File: config.mk
export PLATFORM = sky130hd
export DESIGN_NAME = pal_regs
export DESIGN_NICKNAME = d
export VERILOG_FILES = /design/src/hw/pal_pkg.sv /design/src/hw/pal_regs.sv
export VERILOG_INCLUDE_DIRS = /design/src /design/src/hw
export SDC_FILE = /design/constraint.sdc
export NUM_CORES = 1
export LEC_CHECK = 0
export BUFFER_PORTS_ARGS = -buffer_cell sky130_fd_sc_hd__buf_2
export CAP_MARGIN = 10
export CORE_ASPECT_RATIO = 1.5
export CORE_MARGIN = 2
export CORE_UTILIZATION = 45
export CTS_CLUSTER_SIZE = 12
export DETAILED_ROUTE_END_ITERATION = 16
export HOLD_SLACK_MARGIN = 0.15
export PLACE_DENSITY = 0.69
export SYNTH_ARGS = -nofsm -noshare
export SYNTH_HDL_FRONTEND = slang
export SYNTH_SLANG_ARGS = --single-unit
File: constraint.sdc
create_clock -name core_clk -period 7.7 [get_ports core_clk]
set_clock_uncertainty 0.05 [all_clocks]
set_input_delay 1.54 -clock core_clk [delete_from_list [all_inputs] [get_ports core_clk]]
set_output_delay 1.54 -clock core_clk [all_outputs]
set_load 0.03 [all_outputs]
File: src/hw/pal_defs.svh
// Offsets, field positions, reset values and timing figures of the
// auxiliary/indicator/page register group. Definitions only.
`ifndef PAL_DEFS_SVH
`define PAL_DEFS_SVH
// ==========================================================
// Register offsets
`define PAL_ADDR_CRC      5'h12
`define PAL_ADDR_EXT      5'h13
`define PAL_ADDR_AUX      5'h1c
`define PAL_ADDR_LEDM     5'h1d
`define PAL_ADDR_LEDB     5'h1e
`define PAL_ADDR_PAGE     5'h1f
`define PAL_ADDR_PAGED    5'h10
// ==========================================================
// Page codes
`define PAL_PG_MAIN       16'h0000
`define PAL_PG_EXT1       16'h0001
`define PAL_PG_EXT2       16'h0002
`define PAL_PG_EXT3       16'h0003
`define PAL_PG_GPIO       16'h0010
// ==========================================================
// Field positions
`define PAL_AUX_TMO_HI    7
`define PAL_AUX_SLEEP     6
`define PAL_AUX_TMO_LO    2
`define PAL_LB_RSV_LO     14
`define PAL_LB_PULSE      12
`define PAL_LB_RATE_LO    10
`define PAL_LB_SEL_LO     5
`define PAL_EM_LEDX_LO    12
`define PAL_EM_RBLINK     11
`define PAL_EM_FLL        4
`define PAL_EM_XO_LO      2
`define PAL_CRC_SEEN      15
// ==========================================================
// Reset values
`define PAL_LEDM_RST      16'h8021
`define PAL_TMO_RST       2'h1
`define PAL_RATE_RST      2'h1
`define PAL_XO_RSV        2'h1
`define PAL_CRC_LAST      14'h270f
// ==========================================================
// Timing
`define PAL_CLK_NS        10
`define PAL_CLK_HZ        100000000
`define PAL_TICK_NS       25000000
`define PAL_PULSE_HZ      5000
`define PAL_TMO_BASE_MS   2300
`define PAL_TMO_STEP_MS   1000
`define PAL_STRETCH_TICKS 5'h10
`define PAL_RB_TICKS      5'h10
`endif

File: src/hw/pal_pkg.sv
// Types shared by the register group: register targets.
// Assumes pal_defs.svh for numeric constants.
package pal_pkg;
  typedef logic [4:0]  pal_addr_t;
  typedef logic [15:0] pal_word_t;
  typedef enum logic [2:0] {
    PAL_T_NONE = 3'b000,
    PAL_T_AUX  = 3'b001,
    PAL_T_LEDM = 3'b010,
    PAL_T_LEDB = 3'b011,
    PAL_T_PAGE = 3'b100,
    PAL_T_CRC  = 3'b101,
    PAL_T_EXT  = 3'b110
  } pal_tgt_t;
endpackage

File: src/hw/pal_regs.sv
// Auxiliary status, indicator control, page select and good-CRC
// counter registers of one copper transceiver port.
// Assumes status inputs come from logic on core_clk; only the
// low-power hold pin is asynchronous.
//
// Contract
// - Bit 15: negotiation complete, else link status
// - Bit 14 is inverted negotiation enable
// - Crossover, pair swap, polarity read-only indications
// - Sleep timeout from bits 7 and 2
// - Speed code in bits 4:3
// - Bit 5 shows full duplex
// - Media selection two-bit read-only field
// - Four sticky indicator mode fields, given defaults
// - Pulsing enable gives 5 kHz pulse train
// - Rate field selects blink and stretch time
// - Only first port rate field is used
// - Per-indicator stretch or blink select
// - Combine-disable for indicators 0 and 1
// - Page register selects register space
// - Registers 0-15 never redirected by page
// - Packet-seen bit set, cleared on read
// - 14-bit good-CRC count modulo 10000, read-clear
// - Reset-blink bit controls blink after hold release
// - Fast link failure enable, first port only
// - Crossover force field decode
// - Sticky fields kept through soft reset if enabled
`timescale 1ns/10ps
`include "pal_defs.svh"

module pal_regs #(
  parameter int TICK_CYC  = `PAL_TICK_NS / `PAL_CLK_NS,
  parameter int PULSE_CYC = `PAL_CLK_HZ / `PAL_PULSE_HZ
) (
  input  wire logic             core_clk,
  input  wire logic             resetn,
  input  wire logic             clk_en,
  input  wire pal_pkg::pal_addr_t reg_addr,
  input  wire pal_pkg::pal_word_t reg_wdata,
  input  wire logic             reg_wr,
  input  wire logic             reg_rd,
  output      pal_pkg::pal_word_t reg_rdata,
  input  wire logic             an_enable,
  input  wire logic             an_complete,
  input  wire logic             link_up,
  input  wire logic             xover_done,
  input  wire logic             pair_three_four_swap,
  input  wire logic [3:0]       pol_inv,
  input  wire logic             duplex_indication,
  input  wire logic [1:0]       speed_code,
  input  wire logic [1:0]       media_sel,
  input  wire logic             good_crc_pkt,
  input  wire logic             soft_reset,
  input  wire logic             sticky_keep,
  input  wire logic             first_port,
  input  wire logic [1:0]       global_rate,
  input  wire logic [6:0]       pulse_duty,
  input  wire logic [3:0]       led_on,
  input  wire logic [3:0]       led_act,
  input  wire logic             low_power_hold_input,
  output      logic             indicator_out_0,
  output      logic             indicator_out_1,
  output      logic             indicator_out_2,
  output      logic             indicator_out_3,
  output      logic [1:0]       rate_out,
  output      logic [3:0]       led_ext_mode,
  output      logic             fll_pin_en,
  output      logic [1:0]       xover_force,
  output      logic             sleep_en,
  output      logic [12:0]      sleep_timeout_ms
);
  import pal_pkg::*;

  localparam int TW = $clog2(TICK_CYC);
  localparam int PW = $clog2(PULSE_CYC);
  localparam int DUTY_STEP = PULSE_CYC / 100;

  // ==========================================================
  // Address decode
  // Registers 0-15 live outside this group and are never paged;
  // the GPIO page takes 16-30, so nothing here answers there.
  function automatic pal_tgt_t tgt_of(pal_addr_t a, pal_word_t pg);
    tgt_of = PAL_T_NONE;
    if (a == `PAL_ADDR_PAGE) begin
      tgt_of = PAL_T_PAGE;
    end else if (a >= `PAL_ADDR_PAGED) begin
      if (pg == `PAL_PG_MAIN) begin
        if (a == `PAL_ADDR_AUX)  tgt_of = PAL_T_AUX;
        if (a == `PAL_ADDR_LEDM) tgt_of = PAL_T_LEDM;
        if (a == `PAL_ADDR_LEDB) tgt_of = PAL_T_LEDB;
      end else if (pg == `PAL_PG_EXT1) begin
        if (a == `PAL_ADDR_CRC) tgt_of = PAL_T_CRC;
        if (a == `PAL_ADDR_EXT) tgt_of = PAL_T_EXT;
      end
    end
  endfunction

  logic [1:0]  tmo_reg;
  logic        sleep_reg;
  logic [15:0] ledm_reg;
  logic [1:0]  lb_rsv_reg;
  logic        pulse_reg;
  logic [1:0]  rate_reg;
  logic [3:0]  ssel_reg;
  logic [1:0]  comb_dis_reg;
  logic [3:0]  ledx_reg;
  logic        rblink_reg;
  logic        fll_reg;
  logic [1:0]  xo_reg;
  logic        em_rsv_reg;
  logic [15:0] page_reg;
  logic [13:0] crc_cnt_reg;
  logic        crc_seen_reg;
  logic [15:0] rdata_reg;
  logic [12:0] tmo_ms_reg;
  logic [3:0]  ind_reg;

  pal_tgt_t tgt;
  logic     sreset;
  logic     crc_rd;

  assign tgt    = tgt_of(reg_addr, page_reg);
  assign sreset = clk_en & soft_reset & ~sticky_keep;
  assign crc_rd = clk_en & reg_rd & (tgt == PAL_T_CRC);

  // ==========================================================
  // Writable fields
  // A soft reset in the same cycle as a write wins over the write.
  always_ff @(posedge core_clk or negedge resetn) begin
    if (!resetn) begin
      tmo_reg   <= `PAL_TMO_RST;
      sleep_reg <= 1'b0;
    end else if (sreset) begin
      tmo_reg   <= `PAL_TMO_RST;
      sleep_reg <= 1'b0;
    end else if (clk_en && reg_wr && tgt == PAL_T_AUX) begin
      tmo_reg   <= {reg_wdata[`PAL_AUX_TMO_HI], reg_wdata[`PAL_AUX_TMO_LO]};
      sleep_reg <= reg_wdata[`PAL_AUX_SLEEP];
    end
  end

  always_ff @(posedge core_clk or negedge resetn) begin
    if (!resetn) begin
      ledm_reg <= `PAL_LEDM_RST;
    end else if (sreset) begin
      ledm_reg <= `PAL_LEDM_RST;
    end else if (clk_en && reg_wr && tgt == PAL_T_LEDM) begin
      ledm_reg <= reg_wdata;
    end
  end

  always_ff @(posedge core_clk or negedge resetn) begin
    if (!resetn) begin
      pulse_reg    <= 1'b0;
      rate_reg     <= `PAL_RATE_RST;
      ssel_reg     <= 4'h0;
      comb_dis_reg <= 2'h0;
    end else if (sreset) begin
      pulse_reg    <= 1'b0;
      rate_reg     <= `PAL_RATE_RST;
      ssel_reg     <= 4'h0;
      comb_dis_reg <= 2'h0;
    end else if (clk_en && reg_wr && tgt == PAL_T_LEDB) begin
      pulse_reg    <= reg_wdata[`PAL_LB_PULSE];
      rate_reg     <= reg_wdata[`PAL_LB_RATE_LO +: 2];
      ssel_reg     <= reg_wdata[`PAL_LB_SEL_LO +: 4];
      comb_dis_reg <= reg_wdata[1:0];
    end
  end

  // Reserved read/write bits are always sticky: only a hard reset clears
  always_ff @(posedge core_clk or negedge resetn) begin
    if (!resetn) begin
      lb_rsv_reg <= 2'h0;
      em_rsv_reg <= 1'b0;
    end else if (clk_en && reg_wr) begin
      if (tgt == PAL_T_LEDB) lb_rsv_reg <= reg_wdata[`PAL_LB_RSV_LO +: 2];
      if (tgt == PAL_T_EXT)  em_rsv_reg <= reg_wdata[0];
    end
  end

  always_ff @(posedge core_clk or negedge resetn) begin
    if (!resetn) begin
      ledx_reg   <= 4'h0;
      rblink_reg <= 1'b0;
      fll_reg    <= 1'b0;
      xo_reg     <= 2'h0;
    end else if (sreset) begin
      ledx_reg   <= 4'h0;
      rblink_reg <= 1'b0;
      fll_reg    <= 1'b0;
      xo_reg     <= 2'h0;
    end else if (clk_en && reg_wr && tgt == PAL_T_EXT) begin
      ledx_reg   <= reg_wdata[`PAL_EM_LEDX_LO +: 4];
      rblink_reg <= reg_wdata[`PAL_EM_RBLINK];
      xo_reg     <= reg_wdata[`PAL_EM_XO_LO +: 2];
      if (first_port) begin
        fll_reg <= reg_wdata[`PAL_EM_FLL];
      end
    end
  end

  always_ff @(posedge core_clk or negedge resetn) begin
    if (!resetn) begin
      page_reg <= `PAL_PG_MAIN;
    end else if (clk_en && reg_wr && tgt == PAL_T_PAGE) begin
      page_reg <= reg_wdata;
    end
  end

  // ==========================================================
  // Good-CRC counter
  // A packet in the cycle of the clearing read is counted afresh,
  // so it is never lost.
  always_ff @(posedge core_clk or negedge resetn) begin
    if (!resetn) begin
      crc_cnt_reg  <= 14'h0000;
      crc_seen_reg <= 1'b0;
    end else if (clk_en) begin
      if (good_crc_pkt) begin
        crc_seen_reg <= 1'b1;
        if (crc_rd || crc_cnt_reg == `PAL_CRC_LAST) begin
          crc_cnt_reg <= crc_rd ? 14'h0001 : 14'h0000;
        end else begin
          crc_cnt_reg <= crc_cnt_reg + 14'h0001;
        end
      end else if (crc_rd) begin
        crc_seen_reg <= 1'b0;
        crc_cnt_reg  <= 14'h0000;
      end
    end
  end

  // ==========================================================
  // Read path
  pal_word_t rd_word;
  always_comb begin
    rd_word = 16'h0000;
    unique case (tgt)
      PAL_T_NONE: rd_word = 16'h0000;
      PAL_T_AUX: begin
        rd_word[15] = an_enable ? an_complete : link_up;
        rd_word[14] = ~an_enable;
        rd_word[13] = xover_done;
        rd_word[12] = pair_three_four_swap;
        rd_word[11:8] = {pol_inv[0], pol_inv[1], pol_inv[2], pol_inv[3]};
        rd_word[`PAL_AUX_TMO_HI] = tmo_reg[1];
        rd_word[`PAL_AUX_SLEEP] = sleep_reg;
        rd_word[5] = duplex_indication;
        rd_word[4:3] = speed_code;
        rd_word[`PAL_AUX_TMO_LO] = tmo_reg[0];
        rd_word[1:0] = media_sel;
      end
      PAL_T_LEDM: rd_word = ledm_reg;
      PAL_T_LEDB: begin
        rd_word[`PAL_LB_RSV_LO +: 2] = lb_rsv_reg;
        rd_word[`PAL_LB_PULSE] = pulse_reg;
        rd_word[`PAL_LB_RATE_LO +: 2] = rate_reg;
        rd_word[`PAL_LB_SEL_LO +: 4] = ssel_reg;
        rd_word[1:0] = comb_dis_reg;
      end
      PAL_T_PAGE: rd_word = page_reg;
      PAL_T_CRC: rd_word = {crc_seen_reg, 1'b0, crc_cnt_reg};
      PAL_T_EXT: begin
        rd_word[`PAL_EM_LEDX_LO +: 4] = ledx_reg;
        rd_word[`PAL_EM_RBLINK] = rblink_reg;
        rd_word[`PAL_EM_FLL] = fll_reg;
        rd_word[`PAL_EM_XO_LO +: 2] = xo_reg;
        rd_word[0] = em_rsv_reg;
      end
      default: rd_word = 16'h0000;
    endcase
  end

  // Read data stand only in the cycle after the strobe
  always_ff @(posedge core_clk or negedge resetn) begin
    if (!resetn) begin
      rdata_reg <= 16'h0000;
    end else if (clk_en) begin
      rdata_reg <= reg_rd ? rd_word : 16'h0000;
    end
  end
  assign reg_rdata = rdata_reg;

  // ==========================================================
  // Control outputs
  always_ff @(posedge core_clk or negedge resetn) begin
    if (!resetn) begin
      tmo_ms_reg <= 13'h0000;
    end else if (clk_en) begin
      tmo_ms_reg <= 13'(`PAL_TMO_BASE_MS + `PAL_TMO_STEP_MS * int'(tmo_reg));
    end
  end
  assign sleep_timeout_ms = tmo_ms_reg;
  assign sleep_en         = sleep_reg;
  assign led_ext_mode     = ledx_reg;
  assign fll_pin_en       = fll_reg;
  // Reserved code 01 falls back to automatic crossover
  assign xover_force      = (xo_reg == `PAL_XO_RSV) ? 2'h0 : xo_reg;
  assign rate_out         = rate_reg;

  // ==========================================================
  // Indicator timing
  logic [1:0]    rate_use;
  logic [TW-1:0] tcnt_reg;
  logic          tick;
  logic [3:0]    bcnt_reg;
  logic          blink_ph;
  logic [PW-1:0] pcnt_reg;
  logic          pulse_on;
  assign rate_use = first_port ? rate_reg : global_rate;
  assign tick     = clk_en && (tcnt_reg == TW'(TICK_CYC - 1));
  assign blink_ph = bcnt_reg[2'd3 - rate_use];
  assign pulse_on = int'(pcnt_reg) < int'(pulse_duty) * DUTY_STEP;

  always_ff @(posedge core_clk or negedge resetn) begin
    if (!resetn) begin
      tcnt_reg <= '0;
      bcnt_reg <= 4'h0;
    end else if (clk_en) begin
      tcnt_reg <= tick ? '0 : tcnt_reg + TW'(1);
      if (tick) bcnt_reg <= bcnt_reg + 4'h1;
    end
  end

  always_ff @(posedge core_clk or negedge resetn) begin
    if (!resetn) begin
      pcnt_reg <= '0;
    end else if (clk_en) begin
      pcnt_reg <= (pcnt_reg == PW'(PULSE_CYC - 1)) ? '0 : pcnt_reg + PW'(1);
    end
  end

  // Low-power hold pin: two-flop synchroniser, edge taken on stage 2
  logic       lph_s1, lph_s2, lph_s3;
  logic [4:0] rb_cnt_reg;
  always_ff @(posedge core_clk or negedge resetn) begin
    if (!resetn) begin
      lph_s1 <= 1'b0;
      lph_s2 <= 1'b0;
      lph_s3 <= 1'b0;
    end else if (clk_en) begin
      lph_s1 <= low_power_hold_input;
      lph_s2 <= lph_s1;
      lph_s3 <= lph_s2;
    end
  end

  always_ff @(posedge core_clk or negedge resetn) begin
    if (!resetn) begin
      rb_cnt_reg <= 5'h00;
    end else if (clk_en) begin
      if (lph_s3 && !lph_s2 && rblink_reg) begin
        rb_cnt_reg <= `PAL_RB_TICKS;
      end else if (tick && rb_cnt_reg != 5'h00) begin
        rb_cnt_reg <= rb_cnt_reg - 5'h01;
      end
    end
  end

  genvar gi;
  generate
    for (gi = 0; gi < 4; gi++) begin : g_ind
      logic [4:0] scnt_reg;
      logic       act;
      logic       lit;
      // Combine-disable only exists on indicators 0 and 1
      if (gi < 2) begin : g_comb
        assign act = led_act[gi] & ~comb_dis_reg[gi];
      end else begin : g_plain
        assign act = led_act[gi];
      end
      always_ff @(posedge core_clk or negedge resetn) begin
        if (!resetn) begin
          scnt_reg <= 5'h00;
        end else if (clk_en) begin
          if (act) begin
            scnt_reg <= `PAL_STRETCH_TICKS >> rate_use;
          end else if (tick && scnt_reg != 5'h00) begin
            scnt_reg <= scnt_reg - 5'h01;
          end
        end
      end
      always_comb begin
        if (rb_cnt_reg != 5'h00) begin
          lit = blink_ph;
        end else if (ssel_reg[gi]) begin
          lit = led_on[gi] | (scnt_reg != 5'h00);
        end else begin
          lit = act ? blink_ph : led_on[gi];
        end
      end
      always_ff @(posedge core_clk or negedge resetn) begin
        if (!resetn) begin
          ind_reg[gi] <= 1'b0;
        end else if (clk_en) begin
          ind_reg[gi] <= lit & (~pulse_reg | pulse_on);
        end
      end
    end
  endgenerate

  assign indicator_out_0 = ind_reg[0];
  assign indicator_out_1 = ind_reg[1];
  assign indicator_out_2 = ind_reg[2];
  assign indicator_out_3 = ind_reg[3];
endmodule

Word level (Yosys, flattened, before mapping)
Cells that the tools add are included.
Operators by class
  $add $sub $neg: 11
  eq/ne operators: 17
  reductions and logical operators: 43
  mux-type cells: 77
  multiply operators: 2
  $lt $le $gt $ge: 3
  shift-type cells: 1
  bitwise logic cells: 20
Operator list (number)
  two-way mux 5 bit: 10
  two-way mux 16 bit: 3
  two-way mux 14 bit: 3
  equality test 5 bit, second input constant: 6
  two-way mux 1 bit: 27
  nonzero test 5 bit: 5
  subtractor 5 x 1 -> 5 bit, second input constant: 5
  two-way mux 2 bit: 12
  one-hot mux 2 bit (6 select lines): 2
  adder 22 x 1 -> 22 bit, second input constant: 1
  equality test 22 bit, second input constant: 1
  two-way mux 22 bit: 1
  nonzero test 2 bit: 11
  one-hot mux 4 bit (5 select lines): 1
  AND reduction 2 bit: 10
  two-way mux 3 bit: 6
  equality test 16 x 1 -> 1 bit, second input constant: 1
  zero test 16 bit: 1
  two-way mux 4 bit: 4
  adder 15 x 1 -> 15 bit, second input constant: 1
  equality test 15 bit, second input constant: 1
  less-than comparator 15 bit: 1
  two-way mux 15 bit: 1
  one-hot mux 1 bit (5 select lines): 3
  24 further kinds: 57
Storage, ports and cells
  bits of input ports: 62
  flip-flop bits (word level): 172

Logic depth before layout (Yosys ltp)
Gate-level depths: netlist of run 1.
  depth after elaboration: 12
  depth in mapped cells: 17
  gate-level depth less buffers: 17

Least setup slack after synthesis of run 1
Ideal clock, no wire load.
  kind: in2reg
  start: input port pulse_duty[2]
  end: register ind_reg[0] (netlist: indicator_out_0)
  cell stages on the path: 16
  buffers on the path: 0
  setup slack: 2.925 ns
  data arrival time: 4.646 ns
  data required time: 7.571 ns
  cell sequence: ha_1 > ha_1 > fa_1 > ha_1 > nor2b_1 > o21ai_0 > nand2b_1 > a21o_1 > a21oi_1 > xor2_1 > ha_1 > a21oi_1 > nor2b_1 > o21ai_0 > o2111ai_1 > o2bb2ai_1
On the way
  cells in the longest elaborated chain, start to end: 4
Ends and longest elaborated chain
  from (decl): line pal_regs.sv:57  | input wire logic [6:0] pulse_duty,
  multiplier 7 x 5 -> 12 bit: line pal_regs.sv:314  | assign pulse_on = int'(pcnt_reg) < int'(pulse_duty) * DUTY_STEP;
  less-than comparator 15 bit: line pal_regs.sv:314
  OR 1 bit: line pal_regs.sv:397  | ind_reg[gi] <= lit & (~pulse_reg | pulse_on);
  bitwise AND 1 bit: line pal_regs.sv:397
  to (signal, indexed assignment): line pal_regs.sv:397
  to (decl): line pal_regs.sv:116  | logic [3:0] ind_reg;
Every way passes these cells.
A chain may end at the register's enable or synchronous reset.

Worst setup path in the final report of run 1
  start: input port pulse_duty[2]
  end: register ind_reg[1] (netlist: indicator_out_1)
Same word-level chain as after synthesis.

==> results of run 1 <==
==> worst register-to-register path, stage by stage, from the launching register on <==
cell and delay, ps:
dfrtp_1 440, nor4_1 570, nand2_1 210, nor4_4 920, or3_1 720, nand2_1 130
a21oi_1 160
==> cell usage after synthesis, types with 8 or more instances <==
cell type	n
and3_1	21
nor2_1	83
mux2i_1	27
nand2_1	115
nor3_1	22
xnor2_1	25
o21ai_0	32
buf_2	8
nor2b_1	12
inv_1	28
mux2_2	30
clkbuf_1	22
ha_1	56
nand4_1	14
nor4_1	8
xor2_1	26
a21oi_1	54
nor3b_1	10
a21o_1	14
nand3_1	40
dfrtp_1	163
a22oi_1	11
a32oi_1	9
a22o_1	8
o2bb2ai_1	10
==> cell families (layout without fill, tap and decap cells) <==
kind of cell | after synthesis | in the layout | synth area share (%)
simple gates | 377 | 377 | 19.8
compound gates | 204 | 204 | 14.6
flops | 168 | 168 | 43.5
buf+inv | 71 | 169 | 3.36
fa+ha+maj | 58 | 58 | 7.66
mux | 58 | 58 | 6.40
xor+xnor | 51 | 51 | 4.62
other cells | 1 | 4 | 0.0388
==> worst max path at each step <==
stage | from | to | slack, ps | cells past startpoint
after floorplan | pulse_duty[2] | indicator_out_0$_DFFE_PN0P_ | 2920 | 16
after global placement | pulse_duty[2] | indicator_out_0$_DFFE_PN0P_ | 2600 | 17
after detailed placement | pulse_duty[2] | indicator_out_1$_DFFE_PN0P_ | 2500 | 17
after CTS | pulse_duty[2] | indicator_out_1$_DFFE_PN0P_ | 2960 | 17
after global routing | pulse_duty[2] | indicator_out_0$_DFFE_PN0P_ | 2700 | 15
final | pulse_duty[2] | indicator_out_1$_DFFE_PN0P_ | 2990 | 17
==> layout make-up <==
cell class	count	area, sq um	area share (%)
tap	268	335	3.05
inverter	28	105	0.957
clock inverter	14	163	1.48
sequential	168	4210	38.3
clock buffer	18	439	4.00
multi-input combinational	752	5160	47.0
timing repair buffer	109	574	5.23
==> power by group through the flow <==
| stage | Clock [mW] | Combinational [mW] | Sequential, mW |
|---|---|---|---|
| floorplan | 0 | 0.292 | 1.06 |
| global placement | 0 | 0.388 | 1.08 |
| detailed placement | 0 | 0.403 | 1.08 |
| CTS | 0.890 | 0.405 | 1.07 |
| global route | 0.931 | 0.459 | 1.08 |
| finish | 0.875 | 0.400 | 1.07 |
==> metrics by stage <==
| step | setup slack (ps) | instances | area [sq um] | total power, mW | util (%) |
|---|---|---|---|---|---|
| after global routing | 2700 | 1357 | 11000 | 2.47 | 52.2 |
| after CTS | 2960 | 1357 | 11000 | 2.36 | 52.2 |
| after global placement | 2600 | 1325 | 10400 | 1.47 | 49.3 |
| final | 2990 | 1357 | 11000 | 2.35 | 52.2 |
| after detailed placement | 2500 | 1325 | 10400 | 1.49 | 49.3 |
| after floorplan | 2920 | 991 | 9690 | 1.35 | - |
==> metal layers <==
layer | GRT usage (%) | up-vias
met5 | 0 | -
li1 | - | 3759
met4 | 11.5 | 0
met1 | 28.8 | 3865
met2 | 41.8 | 243
met3 | 4.13 | 55
==> key figures, run 1 <==
Layout
  • Area growth from synthesis to layout: 13.6%
  • Max reg flops: 22
  • Nets: roughly 1,200
  • Layout fillers: between 1,500 and 2,000
  • Most common library cell in the layout ignoring fill and taps: dfrtp_1
  • Fraction of layout cells with a size suffix above 1: between 10% and 20%
  • Most frequent cells in the layout: dfrtp_1, nand2_1, buf_2, nor2_1, ha_1
  • N_diodes: 0

Global route
  • Gr ovfl total: 0
  • Largest net degree at the start of global routing: a little over 90
  • First-pass GRT wire length: ~42,000 microns
  • Vias in the first global route: approximately 8,000
  • Total track usage: about 24%
  • Initial antenna violation count: 0

STA
  • Worst-Margin Slew: ~1100 ps
  • Slew HR: 26.3%
  • Min Hold Slack: between 400 and 500 ps
  • Final Max Tran Viols: 0
  • Final setup fails: 0
  • Shortest period the worst path allows: approximately 4700 ps
  • Setup TNS: 0 ps
  • RSZ-0062 raised after global routing: no
  • Fmax: 0.212 GHz
  • Final Hold Violating Endpoints: 0
  • Final worst-path cycle share: between 60% and 70%

Placed design
  • # port buffers: 100
  • GP Congestion: about 0.9
  • Hpwl dp: between 15,000 and 20,000 microns

Hold path
  • HP Class: flip-flop to flip-flop
  • Min-Delay Path Depth: 1
  • Hold_sp: sleep_timeout_ms[2]$_DFFE_PN0P_
  • Hold endpoint: sleep_timeout_ms[2]$_DFFE_PN0P_

Power and ir drop
  • Switching Share: between 30% and 40%
  • Static Leak: ~5 nW
  • Maximum VDD drop: 0.000145 V
  • Internal Power: approximately 1.6 mW
  • PD cells: around 210 nW/um^2
  • Clock share of power: ~37%
  • Flop pwr share: 45.7%
  • Comb pwr share: roughly 17%
  • Net Switching: between 700 and 800 uW

Logic synthesis
  • Synth area leaders: dfrtp_1, ha_1, nand2_1
  • Avg Cell Area, Syn: around 9.8 sq um
  • Commonest register cell after synthesis: dfrtp_1
  • Synth top area share: between 40 and 50%
  • Post-synth EDFFs: 0
  • Register area share after synthesis: around 44%
  • Area of the mapped netlist: approximately 9700 sq um
  • Async S/R FF share, synth: 100%
  • Yosys warning total: 0
  • #FFs+latches synth: ~170
  • Synth cell types: 75
  • Post-Synthesis Cells: approximately 1,000
  • Post-synth top area cell: dfrtp_1

Worst setup path
  • Reg2reg start: page_reg[8]$_DFFE_PN0P_
  • Critical Path Slowest Stage Cell: fa_1
  • CP peak stage delay: ~460 ps
  • Worst r2r path cells: 6
  • Cell Chain, Critical Path: buf_2 > ha_1 > ha_1 > fa_1 > ha_1 > nor2b_1 > o21ai_0 > nand2b_1 > a21o_1 > a21oi_1 > xor2_1 > ha_1 > a21oi_1 > nor2b_1 > o21ai_0 > o2111ai_1 > o2bb2ai_1
  • Flop2flop setup slack: roughly 4400 ps
  • Worst Path Required: 8000 ps
  • Most frequent CP cell: ha_1
  • Critical path class: input port to flip-flop
  • Worst Path Arrival: ~5000 ps
  • Top fanout value on the critical path: 4
  • Critical path buffers and inverters: 1
  • Delay-heaviest family, CP: adder cells
  • Setup crit start kind: input port
  • Worst flop-to-flop path endpoint: ledm_reg[10]$_DFFE_PN0P_
  • Crit. End Element: flip-flop

CTS
  • Number of H-tree levels: 4
  • PostCTS Resize Cnt: 0
  • Total CTS buffers: 17
  • Clock root buffer: clkbuf_16
  • Clk sink count: approximately 170
  • CTS tree: yes
  • Maximum clock path buffer count: 2
  • Cts hold-fix bufs: 0
  • Worst-Skew Late Latency: 430 ps
  • Clk slew on worst S/H paths: 70 ps
  • Setup bufs post-CTS: 0

Drt
  • DR vias: a little under 8,000
  • Top Metal Used: met4
  • DR WL met3: roughly 1300 microns
  • Vias/cell: between 5 and 6
  • Drt first-iter violations: roughly 600
  • Met2 wire len: approximately 14,000 microns
  • DRT met1 WL: roughly 10,000 microns
  • Initial DRT Pass Iterations: 5
  • Final WL: between 20,000 and 30,000 microns
  • DR DRC count: 0
  • Wire length per cell: roughly 19 microns
  • DRT antenna net count: 0

Run status
  • Status: completed

Die
  • I/O Pins: ~110
  • Vert. Die Dim: approximately 180 microns
  • Starting Density: between 40 and 50%
  • Die area: ~23,000 sq um
  • Number of placement rows: 65
  • Die Wd: 124 microns
  • Core footprint: 21,100 sq um

Flow run
  • Max Cap Viol: 0
Note: power is estimated with default switching activity, not from simulation.
==> run 2, diff against run 1 <==
clock period = 4.63 ns   (was 7.7 ns; I/O delays follow)
==> key figures, run 2 (synthesis gave the netlist of run 1 again) <==
Worst setup path
  • Worst Path Required: 4940 ps (-3060 ps)
  • Worst Path Arrival: 4450 ps (-560 ps)
  • Crit. End Element: flip-flop
  • Critical path class: input port to flip-flop
  • Worst r2r path cells: 7 (+1)
  • Top fanout value on the critical path: 4 (unchanged)
  • Setup crit start kind: input port

Power and ir drop
  • Maximum VDD drop: 0.000260 V (+79%)
  • Pwr Total: 3.86 mW (+65%)
  • PD cells: 351 nW/um^2 (+64%)
  • Static Leak: 5.11 nW (+0.41%)

STA
  • Min Hold Slack: 414 ps (-3.66 ps)
  • Final setup fails: 0 (unchanged)
  • Worst-Margin Slew: 996 ps (-110 ps)
  • Shortest period the worst path allows: roughly 4100 ps
  • Final worst-path cycle share: 89.5%
  • Final Hold Violating Endpoints: 0 (unchanged)
  • Setup TNS: 0 ps (unchanged)
  • Slew HR: 33.6% (+7.3 points)
  • Final Max Tran Viols: 0 (unchanged)
  • RSZ-0062 raised after global routing: no
  • Fmax: about 0.24 GHz

Layout
  • Post-route cell area: 11,000 sq um (+0.15%)
  • Area growth from synthesis to layout: 13.7%
  • Fraction of layout cells with a size suffix above 1: 18.1% (+0.23 points)
  • Max reg flops: 22 (unchanged)
  • Most frequent cells in the layout: dfrtp_1, nand2_1, buf_2, nor2_1, ha_1
  • Nets: 1,199 (+0.25%)
  • Final core utilization: 52.2% (+0.077 points)
  • N_diodes: 0 (unchanged)
  • Layout fillers: 1,934 (-2.1%)
  • Most common library cell in the layout ignoring fill and taps: dfrtp_1

Hold path
  • HP Class: flip-flop to flip-flop
  • Min-Delay Path Depth: 1 (unchanged)

Die
  • Die area: 22,700 sq um (unchanged)
  • Starting Density: 45.9% (unchanged)
  • Die Wd: 124 microns (unchanged)
  • Core footprint: 21,100 sq um (unchanged)
  • Number of placement rows: 65 (unchanged)
  • I/O Pins: 105 (unchanged)
  • Vert. Die Dim: 184 microns (unchanged)

CTS
  • Setup bufs post-CTS: 0 (unchanged)
  • Maximum clock path buffer count: 2 (unchanged)
  • Worst-Skew Late Latency: 430 ps (about the same)
  • Number of H-tree levels: 4 (unchanged)
  • Clk slew on worst S/H paths: 70 ps (about the same)
  • CTS tree: yes
  • Cts hold-fix bufs: 0 (unchanged)
  • Clk sink count: 168 (unchanged)
  • Clock root buffer: clkbuf_16
  • Total CTS buffers: 17 (unchanged)
  • PostCTS Resize Cnt: 0 (unchanged)

Global route
  • Largest net degree at the start of global routing: 106 (+14%)
  • First-pass GRT wire length: 42,200 microns (-0.11%)
  • Gr ovfl total: 0 (unchanged)
  • Total track usage: 24.3% (+0.038 points)
  • Initial antenna violation count: 0 (unchanged)
  • Vias in the first global route: 7,961 (-0.40%)

Drt
  • Wire length per cell: 19.4 microns (+1.8%)
  • DRT antenna net count: 0 (unchanged)
  • DR DRC count: 0 (unchanged)
  • Initial DRT Pass Iterations: 5 (unchanged)
  • Drt first-iter violations: 496 (-17%)
  • Final WL: 26,300 microns (+2.0%)
  • DR vias: 8,016 (+1.2%)
  • Vias/cell: 5.89 (+0.96%)

Placed design
  • Hpwl dp: 19,300 microns (+1.5%)
  • GP Congestion: 0.893 (-0.66%)
  • # port buffers: 100 (unchanged)
  • Post-DP Area: 10,400 sq um (+0.34%)

Run status
  • Status: completed

Flow run
  • Max Cap Viol: 0 (unchanged)
==> run 2: cell types whose count changed in the layout (fill, tap and decap cells not counted), sizes merged <==
cell / before / now
buf: 109 / 112
clkinv: 2 / 5
clkbuf: 18 / 20
clkinvlp: 4 / 2
inv: 34 / 32
bufinv: 2 / 1
==> run 2: critical path, cell delays in order <==
cell       delay, ps
buf_2            120
ha_1             290
ha_1             320
fa_1             460
ha_1             340
nor2b_1          140
o21ai_0          170
nand2b_1         120
a21o_1           190
a21oi_1          170
xor2_1           170
ha_1             260
a21oi_1          150
nor2b_1           50
o21ai_0          150
o2111ai_1        210
o2bb2ai_1        210
==> run 2: stage by stage <==
step	worst slack, ps	cells
floorplan	469	991
global placement	166	1328
detailed placement	-16.0	1328
CTS	446	1360
global route	209	1360
finish	486	1360
==> run 2: worst paths after layout <==
check	from	endpoint	slack, ps
worst min-delay path	sleep_timeout_ms[2]$_DFFE_PN0P_	sleep_timeout_ms[2]$_DFFE_PN0P_	410
worst max-delay path	pulse_duty[2]	indicator_out_1$_DFFE_PN0P_	490
max in group asynchronous	resetn	rate_out[0]$_DFFE_PN1P_	3000
worst max register to register	page_reg[14]$_DFFE_PN0P_	crc_cnt_reg[10]$_DFFE_PN0P_	1640
worst min register to register	sleep_timeout_ms[2]$_DFFE_PN0P_	sleep_timeout_ms[2]$_DFFE_PN0P_	410
min in group asynchronous	resetn	reg_rdata[15]$_DFFE_PN0P_	590
==> run 2: cell type report <==
type	instances	area [sq um]	area share, %
flip-flops and latches	168	4210	38.3
multi-input cells	752	5160	46.9
repair buffers	112	609	5.54
inverters	28	105	0.955
clock buffers	20	467	4.24
well taps	268	335	3.05
clock inverters	12	116	1.06
==> run 2: where the power goes <==
part,total [mW],internal (mW),switching [mW],leakage [nW]
clock network,1.42,0.791,0.625,0.284
registers,1.78,1.61,0.164,2.21
logic,0.668,0.291,0.377,2.61
total,3.86,2.70,1.17,5.11
==> run 2: metal layers <==
layer | global-route usage (%) | wire length (microns) | up-vias
li1 | - | - | 3753
met1 | 28.3 | 10500 | 3927
met4 | 10.6 | 1060 | 0
met5 | 0 | 0 | -
met2 | 43.3 | 13600 | 276
met3 | 3.63 | 1140 | 60
==> run 3, diff against run 2 <==
CORE_UTILIZATION = 50   (was 45)
PLACE_DENSITY = 0.7   (was 0.69)
SLEW_MARGIN = 40   (was default)
==> key figures, run 3 (synthesis gave the netlist of run 1 again) <==
Worst setup path
  • Reg2reg start: page_reg[8]$_DFFE_PN0P_
  • Worst Path Arrival: 4450 ps (about the same)
  • Crit. End Element: flip-flop
  • Flop2flop setup slack: 1570 ps (-70 ps)
  • Worst flop-to-flop path endpoint: rate_out[1]$_DFFE_PN0P_
  • Setup crit start kind: input port
  • Top fanout value on the critical path: 4 (unchanged)
  • Critical path class: input port to flip-flop
  • Worst r2r path cells: 7 (unchanged)
  • Worst Path Required: 4930 ps (about the same)

Layout
  • Multi-input gate area: 5180 sq um (+0.32%)
  • Most frequent cells in the layout: dfrtp_1, nand2_1, buf_2, nor2_1, ha_1
  • Max reg flops: 22 (unchanged)
  • Layout fillers: 1,715 (-11%)
  • Most common library cell in the layout ignoring fill and taps: dfrtp_1
  • Area growth from synthesis to layout: 14.1%
  • Nets: 1,200 (+0.083%)
  • Register area: 4210 sq um (unchanged)
  • Post-route cell area: 11,000 sq um (+0.30%)
  • Fraction of layout cells with a size suffix above 1: 18.6% (+0.44 points)
  • N_diodes: 0 (unchanged)

CTS
  • Number of H-tree levels: 4 (unchanged)
  • Total CTS buffers: 17 (unchanged)
  • Maximum clock path buffer count: 2 (unchanged)
  • Setup bufs post-CTS: 0 (unchanged)
  • CTS tree: yes
  • Cts hold-fix bufs: 0 (unchanged)
  • Worst-Skew Late Latency: 430 ps (about the same)
  • PostCTS Resize Cnt: 0 (unchanged)
  • Clock root buffer: clkbuf_16
  • Clk slew on worst S/H paths: 70 ps (about the same)
  • Clk sink count: 168 (unchanged)

Run status
  • Status: completed

Placed design
  • Post-DP Area: 10,400 sq um (+0.20%)
  • # port buffers: 100 (unchanged)
  • Hpwl dp: 19,600 microns (+1.2%)
  • GP Congestion: 0.956 (+7.1%)

Drt
  • DR vias: 8,037 (+0.26%)
  • Initial DRT Pass Iterations: 8 (+3)
  • Drt first-iter violations: 646 (+30%)
  • Vias/cell: 5.96 (+1.1%)
  • DRT antenna net count: 0 (unchanged)
  • Wire length per cell: 19.5 microns (+0.77%)
  • Final WL: 26,300 microns (about the same)
  • DR DRC count: 0 (unchanged)

Global route
  • First-pass GRT wire length: 42,200 microns (+0.19%)
  • Met2 usage: 46.8% (+3.5 points)
  • Gr ovfl total: 0 (unchanged)
  • Met3 GRT Util: 3.97% (+0.34 points)
  • Busiest layer in global routing: met2
  • Met1 Use GR: 30.0% (+1.6 points)
  • Initial antenna violation count: 0 (unchanged)
  • Total track usage: 26.1% (+1.8 points)
  • Largest net degree at the start of global routing: 60 (-43%)
  • Vias in the first global route: 8,093 (+1.7%)

Die
  • I/O Pins: 105 (unchanged)
  • Starting Density: 50.7% (+4.8 points)
  • Core footprint: 19,100 sq um (-9.4%)
  • Number of placement rows: 62 (-4.6%)
  • Vert. Die Dim: 174 microns (-5.0%)
  • Die area: 20,500 sq um (-9.7%)
  • Die Wd: 118 microns (-5.0%)

Flow run
  • Max Cap Viol: 0 (unchanged)

STA
  • Worst-Margin Slew: 842 ps (-154 ps)
  • Setup TNS: 0 ps (unchanged)
  • Shortest period the worst path allows: 4150 ps (+5.52 ps)
  • Fmax: 0.241 GHz (-0.13%)
  • Final worst-path cycle share: 89.6% (+0.12 points)
  • Slew HR: 43.6% (+10 points)
  • Final Max Tran Viols: 0 (unchanged)
  • Final setup fails: 0 (unchanged)
  • Min Hold Slack: 375 ps (-38.7 ps)
  • Final Hold Violating Endpoints: 0 (unchanged)
  • RSZ-0062 raised after global routing: no

Power and ir drop
  • Static Leak: 5.14 nW (+0.47%)
  • PD cells: 350 nW/um^2 (-0.15%)
  • Maximum VDD drop: 0.000216 V (-17%)

Hold path
  • HP Class: input port to async pin
-- run 3: worst max-delay path, cell delays in order --
cell and delay [ps]:
buf_2 120, ha_1 290, ha_1 310, fa_1 460
ha_1 340, nor2b_1 140, o21ai_0 160, nand2b_1 110
a21o_1 190, a21oi_1 160, xor2_1 170, ha_1 260
a21oi_1 150, nor2b_1 70, o21ai_0 150, o2111ai_1 220
o2bb2ai_1 220
-- run 3: metal layers --
layer  routed length [microns]  vias up
met5                         0        -
met4                      1140        0
met3                      1260       65
met2                     13700      283
met1                     10200     3937
li1                          -     3752
-- run 3: cell type report --
type | instances | share of cell area [%]
clock buffers | 18 | 3.98
well taps | 256 | 2.90
inverters | 28 | 0.952
repair buffers | 113 | 5.80
multi-input cells | 752 | 46.9
clock inverters | 14 | 1.30
flip-flops and latches | 168 | 38.1
-- run 3: where the power goes --
group | leakage (nW) | switching [mW] | internal (mW)
combinational | 2.63 | 0.382 | 0.296
sequential | 2.21 | 0.170 | 1.61
clock | 0.290 | 0.670 | 0.736
-- run 3: how the worst max path moves through the flow --
stage | start | endpoint | slack [ps] | cells after the start
after floorplan | pulse_duty[2] | indicator_out_0$_DFFE_PN0P_ | 470 | 16
after global placement | pulse_duty[2] | indicator_out_1$_DFFE_PN0P_ | 140 | 17
after detailed placement | pulse_duty[2] | indicator_out_1$_DFFE_PN0P_ | 9 | 17
after CTS | pulse_duty[2] | indicator_out_1$_DFFE_PN0P_ | 470 | 17
after global routing | pulse_duty[2] | indicator_out_3$_DFFE_PN0P_ | 200 | 17
final | pulse_duty[2] | indicator_out_1$_DFFE_PN0P_ | 480 | 17
-- run 3: through the flow --
stage          total power [mW]  cells  util (%)  setup WS, ps
6_report                   3.87   1349      57.8           481
5_1_grt                    4.07   1349      57.8           200
4_1_cts                    3.89   1349      57.8           467
3_5_place_dp               2.48   1317      54.7          9.06
3_3_place_gp               2.45   1316      54.5           140
2_1_floorplan              2.25    991         -           469
